`src/verilog/buck_sleep_consts.svh`:
```
// Offsets, field positions, reset values for the buck sleep register bank
// Assumes inclusion by bare name from the pin synchroniser and the top module
`ifndef BUCK_SLEEP_CONSTS_SVH
`define BUCK_SLEEP_CONSTS_SVH

`define RAIL1_SLEEP_CONTROL_OFFSET 8'h92
`define RAIL2_SLEEP_CONTROL_OFFSET 8'h93
`define RAIL4_NORMAL_VOLTAGE_OFFSET 8'h94
`define RAIL4_SLEEP_VOLTAGE_OFFSET 8'h95

`define CODE_MSB 7
`define CODE_LSB 1
`define FLAG_BIT 0
`define CODE_WIDTH 7
`define REG_WIDTH 8

// Factory values are not known here; neutral defaults
`define RAIL1_SLEEP_CONTROL_RESET 8'h00
`define RAIL2_SLEEP_CONTROL_RESET 8'h00
`define RAIL4_NORMAL_VOLTAGE_RESET 8'h00
`define RAIL4_SLEEP_VOLTAGE_RESET 8'h00
`define UNMAPPED_READ_VALUE 8'h00

`define SYNC_STAGES 3

`endif

```
`src/verilog/buck_sleep_pkg.sv`:
```
// Types shared by the buck sleep register bank
// Assumes the constants header is on the include path
package buck_sleep_pkg;
  typedef enum logic [1:0] {
    CFG_RESET = 2'b00,
    CFG_CAPTURE = 2'b01,
    CFG_RUN = 2'b10
  } cfg_state_t;

  typedef enum logic {
    PIN_A = 1'b0,
    PIN_B = 1'b1
  } pin_sel_t;
endpackage

```
`src/verilog/sleep_pin_sync.sv`:
```
// Three-stage synchroniser with agreement filter for the sleep pins
// Assumes pins are asynchronous to sys_clk; resets to the inactive (high) level
`timescale 1ns/10ps
`include "buck_sleep_consts.svh"
module sleep_pin_sync #(
  parameter int WIDTH = 2
) (
  input wire logic sys_clk,
  input wire logic rst_n,
  input wire logic [WIDTH-1:0] pin_raw,
  output logic [WIDTH-1:0] pin_clean
);
  genvar i;
  generate
    for (i = 0; i < WIDTH; i++) begin : g_pin
      logic [`SYNC_STAGES-1:0] stage;
      wire agree;
      // Stage 0 feeds only stage 1
      assign agree = (stage[1] == stage[2]);
      always_ff @(posedge sys_clk or negedge rst_n) begin
        if (!rst_n) begin
          stage <= 3'b111;
        end else begin
          stage <= {stage[1:0], pin_raw[i]};
        end
      end
      // Level counts only once stages two and three agree
      always_ff @(posedge sys_clk or negedge rst_n) begin
        if (!rst_n) begin
          pin_clean[i] <= 1'b1;
        end else if (agree) begin
          pin_clean[i] <= stage[2];
        end
      end
    end
  endgenerate
endmodule

```
`src/verilog/buck_sleep_voltage_select_regs.sv`:
```
// Sleep and normal voltage code registers for three buck rails
// Assumes the serial control block presents one-cycle register strobes on
// sys_clk, and that rail normal codes for rails 1 and 2 come from elsewhere.
//
// Overview of operation
// - Rail 1 sleep voltage code is bits 7:1 of its sleep control register.
// - Rail 1 sleep-enable low: always apply rail 1 normal code.
// - Rail 1 sleep-enable high: sleep code while assigned pin low, else normal.
// - Rail 1 sleep pin is pin A or B, fixed by factory setting.
// - Rail 2 sleep voltage code is bits 7:1 of its sleep control register.
// - Rail 2 sleep-enable low: always apply rail 2 normal code.
// - Rail 2 sleep-enable high: sleep code while assigned pin low, else normal.
// - Rail 2 sleep pin chosen by factory from the same two pins.
// - Rail 4 normal voltage code is bits 7:1 of its voltage register.
// - Rail 4 decay bit low: lower new code reached by active slewing.
// - Rail 4 decay bit high: lower new code reached by passive decay.
// - Rail 4 keeps a separate 7-bit sleep code in its own register.
`timescale 1ns/10ps
`include "buck_sleep_consts.svh"
module buck_sleep_voltage_select_regs
  import buck_sleep_pkg::*;
#(
  parameter logic [7:0] RAIL1_CTRL_INIT = `RAIL1_SLEEP_CONTROL_RESET,
  parameter logic [7:0] RAIL2_CTRL_INIT = `RAIL2_SLEEP_CONTROL_RESET,
  parameter logic [7:0] RAIL4_VOLT_INIT = `RAIL4_NORMAL_VOLTAGE_RESET,
  parameter logic [7:0] RAIL4_SLEEP_INIT = `RAIL4_SLEEP_VOLTAGE_RESET
) (
  input wire logic sys_clk,
  input wire logic rst_n,
  input wire logic [7:0] reg_addr,
  input wire logic reg_wr_en,
  input wire logic reg_rd_en,
  input wire logic [7:0] reg_wr_data,
  output logic [7:0] reg_rd_data,
  output logic reg_rd_valid,
  input wire logic sleep_pin_a_n,
  input wire logic sleep_pin_b_n,
  input wire logic rail1_factory_pin_select,
  input wire logic rail2_factory_pin_select,
  input wire logic [6:0] rail1_normal_voltage_code,
  input wire logic [6:0] rail2_normal_voltage_code,
  output logic [6:0] rail1_setpoint,
  output logic [6:0] rail2_setpoint,
  output logic rail1_in_sleep,
  output logic rail2_in_sleep,
  output logic [6:0] rail4_setpoint,
  output logic [6:0] rail4_sleep_voltage_code,
  output logic rail4_active_slew_down,
  output logic rail4_passive_decay_down
);

  // Register storage
  logic [7:0] rail1_sleep_control;
  logic [7:0] rail2_sleep_control;
  logic [7:0] rail4_normal_voltage;
  logic [7:0] rail4_sleep_voltage;

  // Factory pin assignment, caught after reset release
  cfg_state_t cfg_state;
  cfg_state_t next_cfg_state;
  pin_sel_t rail1_pin;
  pin_sel_t rail2_pin;

  logic [1:0] pins_clean;

  // Pick the selected pin and report whether the rail sits at its sleep code
  function automatic logic sleep_selected(input logic enable, input pin_sel_t sel,
                                          input logic [1:0] pins);
    logic pin_level;
    pin_level = (sel == PIN_B) ? pins[1] : pins[0];
    sleep_selected = enable & ~pin_level;
  endfunction

  // Address decode
  wire hit_rail1 = (reg_addr == `RAIL1_SLEEP_CONTROL_OFFSET);
  wire hit_rail2 = (reg_addr == `RAIL2_SLEEP_CONTROL_OFFSET);
  wire hit_rail4_volt = (reg_addr == `RAIL4_NORMAL_VOLTAGE_OFFSET);
  wire hit_rail4_sleep = (reg_addr == `RAIL4_SLEEP_VOLTAGE_OFFSET);

  wire wr_rail1 = reg_wr_en & hit_rail1;
  wire wr_rail2 = reg_wr_en & hit_rail2;
  wire wr_rail4_volt = reg_wr_en & hit_rail4_volt;
  wire wr_rail4_sleep = reg_wr_en & hit_rail4_sleep;

  // Fields
  wire [6:0] rail1_sleep_voltage_code = rail1_sleep_control[`CODE_MSB:`CODE_LSB];
  wire rail1_sleep_select_enable = rail1_sleep_control[`FLAG_BIT];
  wire [6:0] rail2_sleep_voltage_code = rail2_sleep_control[`CODE_MSB:`CODE_LSB];
  wire rail2_sleep_select_enable = rail2_sleep_control[`FLAG_BIT];
  wire [6:0] rail4_normal_voltage_code = rail4_normal_voltage[`CODE_MSB:`CODE_LSB];
  wire rail4_passive_ramp_down_select = rail4_normal_voltage[`FLAG_BIT];
  wire [6:0] new_rail4_code = reg_wr_data[`CODE_MSB:`CODE_LSB];
  wire new_rail4_decay = reg_wr_data[`FLAG_BIT];
  wire rail4_going_down = wr_rail4_volt & (new_rail4_code < rail4_normal_voltage_code);

  // Pin choice not valid until the factory setting is captured
  wire cfg_ready = (cfg_state == CFG_RUN);

  // Sleep selection, held at normal until configuration is known
  wire rail1_sleep_sel = cfg_ready &
    sleep_selected(rail1_sleep_select_enable, rail1_pin, pins_clean);
  wire rail2_sleep_sel = cfg_ready &
    sleep_selected(rail2_sleep_select_enable, rail2_pin, pins_clean);

  wire [6:0] next_rail1_setpoint =
    rail1_sleep_sel ? rail1_sleep_voltage_code : rail1_normal_voltage_code;
  wire [6:0] next_rail2_setpoint =
    rail2_sleep_sel ? rail2_sleep_voltage_code : rail2_normal_voltage_code;

  // Read mux; unmapped offsets read as a fixed value
  wire [7:0] next_rd_data =
    hit_rail1 ? rail1_sleep_control :
    hit_rail2 ? rail2_sleep_control :
    hit_rail4_volt ? rail4_normal_voltage :
    hit_rail4_sleep ? {rail4_sleep_voltage[7:1], 1'b0} :
    `UNMAPPED_READ_VALUE;

  sleep_pin_sync #(
    .WIDTH(2)
  ) u_pin_sync (
    .sys_clk(sys_clk),
    .rst_n(rst_n),
    .pin_raw({sleep_pin_b_n, sleep_pin_a_n}),
    .pin_clean(pins_clean)
  );

  // Configuration sequencer
  always_comb begin
    next_cfg_state = cfg_state;
    unique case (cfg_state)
      CFG_RESET: next_cfg_state = CFG_CAPTURE;
      CFG_CAPTURE: next_cfg_state = CFG_RUN;
      CFG_RUN: next_cfg_state = CFG_RUN;
      default: next_cfg_state = CFG_RESET;
    endcase
  end

  always_ff @(posedge sys_clk or negedge rst_n) begin
    if (!rst_n) begin
      cfg_state <= CFG_RESET;
    end else begin
      cfg_state <= next_cfg_state;
    end
  end

  // Straps are sampled by the clock, never by the reset itself
  always_ff @(posedge sys_clk or negedge rst_n) begin
    if (!rst_n) begin
      rail1_pin <= PIN_A;
      rail2_pin <= PIN_A;
    end else if (cfg_state == CFG_CAPTURE) begin
      rail1_pin <= pin_sel_t'(rail1_factory_pin_select);
      rail2_pin <= pin_sel_t'(rail2_factory_pin_select);
    end
  end

  // Register writes
  always_ff @(posedge sys_clk or negedge rst_n) begin
    if (!rst_n) begin
      rail1_sleep_control <= RAIL1_CTRL_INIT;
    end else if (wr_rail1) begin
      rail1_sleep_control <= reg_wr_data;
    end
  end

  always_ff @(posedge sys_clk or negedge rst_n) begin
    if (!rst_n) begin
      rail2_sleep_control <= RAIL2_CTRL_INIT;
    end else if (wr_rail2) begin
      rail2_sleep_control <= reg_wr_data;
    end
  end

  always_ff @(posedge sys_clk or negedge rst_n) begin
    if (!rst_n) begin
      rail4_normal_voltage <= RAIL4_VOLT_INIT;
    end else if (wr_rail4_volt) begin
      rail4_normal_voltage <= reg_wr_data;
    end
  end

  // Bit 0 is reserved and always stored as zero
  always_ff @(posedge sys_clk or negedge rst_n) begin
    if (!rst_n) begin
      rail4_sleep_voltage <= {RAIL4_SLEEP_INIT[7:1], 1'b0};
    end else if (wr_rail4_sleep) begin
      rail4_sleep_voltage <= {reg_wr_data[7:1], 1'b0};
    end
  end

  // Read port, one cycle after the strobe
  always_ff @(posedge sys_clk or negedge rst_n) begin
    if (!rst_n) begin
      reg_rd_data <= 8'h00;
      reg_rd_valid <= 1'b0;
    end else begin
      reg_rd_valid <= reg_rd_en;
      if (reg_rd_en) begin
        reg_rd_data <= next_rd_data;
      end
    end
  end

  // Registered setpoints so the regulator sees one clean edge per change
  always_ff @(posedge sys_clk or negedge rst_n) begin
    if (!rst_n) begin
      rail1_setpoint <= 7'h00;
      rail2_setpoint <= 7'h00;
      rail1_in_sleep <= 1'b0;
      rail2_in_sleep <= 1'b0;
    end else begin
      rail1_setpoint <= next_rail1_setpoint;
      rail2_setpoint <= next_rail2_setpoint;
      rail1_in_sleep <= rail1_sleep_sel;
      rail2_in_sleep <= rail2_sleep_sel;
    end
  end

  always_ff @(posedge sys_clk or negedge rst_n) begin
    if (!rst_n) begin
      rail4_setpoint <= 7'h00;
      rail4_sleep_voltage_code <= 7'h00;
    end else begin
      rail4_setpoint <= rail4_normal_voltage_code;
      rail4_sleep_voltage_code <= rail4_sleep_voltage[`CODE_MSB:`CODE_LSB];
    end
  end

  // Down-transition mode holds until the next write to the rail 4 voltage
  // register; nothing ends it when the rail settles, only a later write does.
  always_ff @(posedge sys_clk or negedge rst_n) begin
    if (!rst_n) begin
      rail4_active_slew_down <= 1'b0;
      rail4_passive_decay_down <= 1'b0;
    end else if (wr_rail4_volt) begin
      rail4_active_slew_down <= rail4_going_down & ~new_rail4_decay;
      rail4_passive_decay_down <= rail4_going_down & new_rail4_decay;
    end
  end

  // Stored decay choice is the bit that the write just placed
  wire unused_decay = rail4_passive_ramp_down_select;

endmodule

```
`config.mk`:
```
export PLATFORM = sky130hd
export DESIGN_NAME = buck_sleep_voltage_select_regs
export DESIGN_NICKNAME = d
export VERILOG_FILES = /design/src/verilog/buck_sleep_pkg.sv /design/src/verilog/sleep_pin_sync.sv /design/src/verilog/buck_sleep_voltage_select_regs.sv
export VERILOG_INCLUDE_DIRS = /design/src /design/src/verilog
export SDC_FILE = /design/constraint.sdc
export NUM_CORES = 1
export LEC_CHECK = 0
export BUFFER_PORTS_ARGS = -buffer_cell sky130_fd_sc_hd__buf_2
export CAP_MARGIN = 20
export CORE_MARGIN = 8
export CORE_UTILIZATION = 50
export DETAILED_ROUTE_END_ITERATION = 6
export HOLD_SLACK_MARGIN = 0.08
export PLACE_DENSITY = 0.75
export SKIP_CTS_REPAIR_TIMING = 1
export SLEW_MARGIN = 20
export SYNTH_ARGS = -nofsm -noshare
export SYNTH_HDL_FRONTEND = slang
export SYNTH_SLANG_ARGS = --single-unit
```
`constraint.sdc`:
```
create_clock -name sys_clk -period 3.7 [get_ports sys_clk]
set_clock_uncertainty 0.05 [all_clocks]
set_input_delay 0.555 -clock sys_clk [delete_from_list [all_inputs] [get_ports sys_clk]]
set_output_delay 0.555 -clock sys_clk [all_outputs]
set_load 0.02 [all_outputs]
```
==> metrics.md <==
| Metric | Value |
|---|---|
| Max IR drop VDD | `0.000196 V` |
| Capture point of the worst reg-to-reg path | `rail2_setpoint[6]` |
| Die Footprint | `0.00973 mm2` |
| Final Worst Setup Slack | `between 1000 and 1500 ps` |
| Root Buffer | `clkbuf_8` |
| Crit start category | `input pin` |
| Switch Pwr | `around 0.42 mW` |
| Number of max-cap violations | `0` |
| Internal | `~1.3 mW` |
| Core Box Area | `0.00672 mm2` |
| First-pass GRT wire length | `approximately 12000 um` |
| #FFs+latches synth | `84` |
| Setup TNS | `0 ps` |
| # H-tree levels | `3` |
| Max Clk Rate | `approximately 440 MHz` |
| Vias | `between 2000 and 2500` |
| Sw frac | `between 20 and 25%` |
| Ys Warns | `0` |
| Final #Nets | `roughly 370` |
| Area of the multi-input gates | `0.00118 mm2` |
| Std cell rows | `30` |
| CTS Sinks | `84` |
| Routed len/inst | `approximately 18 um` |
| TritonCTS Buffers | `9` |
| Final hold vios | `0` |
| Main synth FF type | `dfrtp_1` |
| Final min period | `2280 ps` |
| Number of synthesized flops with an enable pin | `0` |
| Final design utilization | `around three fifths` |
| Reg2reg path depth | `4` |
| I/O Pins | `just under 80` |
| Slew Viols, Final | `0` |
| Commonest non-fill, non-tap cell in the layout | `buf_2` |
| Slowest CP cell | `or4b_1` |
| Worst skew pair latency | `350 ps` |
| Power Density | `~420 mW/mm2` |
| Comb pwr share | `around a tenth` |
| Crit path DAT | `around 2500 ps` |
| # DRC | `0` |
| WP data required | `just under 4000 ps` |
| Count of final setup violators | `0` |
| Ant. Diodes | `0` |
| Die width | `slightly below 100 um` |
| Worst-path fanout max | `11` |
| Fillers | `522` |
| Slew headroom | `between 50 and 60%` |
| Synthesized Nets | `approximately 290` |
| Tightest Pin Transition | `a little over 700 ps` |
| Largest net degree at the start of global routing | `85` |
| CP Class | `in2reg` |
| Syn avg cell area | `14.1 um2` |
| Reg-to-Reg Start | `cfg_state[0]` |
| ANT nets after route | `0` |
| Critical Path, Cell by Cell | `buf_2 -> nand2b_1 -> or4b_1 -> or2_1 -> mux2_4` |
| Initial Utilization | `between 50% and 60%` |
| Run status | `completed` |
| CP peak stage delay | `approximately 700 ps` |
| Sequential cell area fraction in the yosys report | `between 60% and 70%` |
| Initial antenna violation count | `0` |
| Post-DP HPWL | `between 5000 and 6000 um` |
| Initial DRC Count | `~100` |
| Hold Crit Class | `in2async` |
| Clk pwr share | `about a third` |
| Final period util | `61.7%` |
| Total grt overflow | `0` |
| Synthesized instance count | `approximately 240` |
| Critical Path Sink Type | `flop` |
| Leak | `between 2 and 2.5 nW` |
| Most frequent cells in the layout | `buf_2 (77), dfrtp_1 (76), mux2_2 (38), inv_1 (18), o21ai_0 (11)` |
| IO buf count | `78` |
| Setup slack, reg-to-reg | `around 2100 ps` |
| Sequential Power Share | `57.5%` |
| Vias in the first global route | `about 2400` |
| Clock Path Buffers | `2` |
| Die height | `slightly below 100 um` |
| Synth unique cells | `31` |
| Layout cells sized above 1 | `45.4%` |
| Pre-Repair DR Iteration Count | `4` |
| Layout area overhead | `17.9%` |
| RSZ-0062 raised after global routing | `no` |
| Vias per cell | `5.22` |
| GPL Wtd Cong | `approximately 0.84` |
| GRT Total Usage | `15.7%` |
| TritonCTS clock tree | `done` |
| Worst slack, placed | `1060 ps` |
| Clk pin slew, worst setup/hold paths | `about 80 ps` |
| Register Area | `roughly 0.0021 mm2` |
| Synth async-reset ratio | `100%` |
| Syn Std Cell Area | `approximately 0.0034 mm2` |
| Drt total wl | `a little over 7000 um` |
## layout make-up
type | count | area share, %
Sequential cell | 84 | 52.4
Tap cell | 80 | 2.49
Clock buffer | 12 | 3.60
Timing Repair Buffer | 78 | 9.85
Clock inverter | 4 | 0.621
Inverter | 18 | 1.68
Multi-Input combinational cell | 128 | 29.3
## metrics by stage
| step | cell area, um2 | std cells | power [mW] | hold slack [ps] |
|---|---|---|---|---|
| floorplan | 3420 | 242 | 1.08 | 209 |
| global placement | 3850 | 388 | 1.16 | 296 |
| detailed placement | 3850 | 388 | 1.16 | 301 |
| CTS | 4020 | 404 | 1.73 | 237 |
| global route | 4030 | 404 | 1.80 | 227 |
| finish | 4030 | 404 | 1.71 | 185 |
## layer usage
metal	share of wire (%)	track usage, %
met3	5.2	3.95
met4	2.2	8.62
met1	43	18.7
met5	0	0
met2	49	25.4
## cell families after synthesis
logic type | after synthesis | synth area share [%]
DFF | 84 | 61.8
muxes | 55 | 18.7
AOI/OAI and AO/OA | 32 | 6.15
buffers and inverters | 30 | 3.59
and+or+nand+nor | 30 | 5.86
adders and majority gates | 11 | 3.88
## how the worst max path moves through the flow
stage                            from  depth (start not counted)                      to
after global routing      reg_addr[2]                          5  rail1_sleep_control[1]
after detailed placement  reg_addr[2]                          5  rail1_sleep_control[1]
after CTS                 reg_addr[2]                          5  rail1_sleep_control[1]
after floorplan           reg_addr[6]                          6  rail1_sleep_control[0]
final                     reg_addr[2]                          5  rail1_sleep_control[1]
after global placement    reg_addr[6]                          5  rail2_sleep_control[0]
## cell usage after synthesis (all sizes together), types with 2 or more instances
library cell / count / area share [%]
o21ai: 11 / 1.6
a21oi: 3 / 0.44
o22ai: 7 / 1.3
maj3: 2 / 0.59
o2111ai: 7 / 1.8
inv: 18 / 2.0
nor2b: 10 / 1.8
mux2: 46 / 16
dfrtp: 76 / 56
mux2i: 9 / 2.6
nand2b: 2 / 0.37
clkbuf: 8 / 0.88
dfstp: 8 / 6.2
ha: 9 / 3.3
nor2: 3 / 0.33
and3: 3 / 0.55
nand2: 5 / 0.55
a22o: 2 / 0.51
buf: 4 / 0.73
## worst max-delay path: cells and delay by family
family	cells	cell delay [ps]
buf+inv	1	110
simple gates	3	1440
mux	1	370
## power by group through the flow
stage / clock network [mW] / logic [mW] / registers [mW]
after global routing: 0.628 / 0.180 / 0.988
final: 0.566 / 0.161 / 0.983
after CTS: 0.583 / 0.164 / 0.984
after detailed placement: 0 / 0.164 / 1.00
after global placement: 0 / 0.160 / 1.00
after floorplan: 0 / 0.0665 / 1.02
## sequential cells by signal, summed over array words and instances (netlist names), 2 cells and up
| register | flops |
|---|---|
| rail1_sleep_control | 8 |
| rail2_sleep_control | 8 |
| rail4_normal_voltage | 8 |
| reg_rd_data | 8 |
| rail1_setpoint | 7 |
| rail2_setpoint | 7 |
| rail4_setpoint | 7 |
| rail4_sleep_voltage | 7 |
| rail4_sleep_voltage_code | 7 |
| u_pin_sync.g_pin.stage | 6 |
| cfg_state | 2 |
| u_pin_sync.pin_clean | 2 |
Note: power is estimated with default switching activity, not from simulation.
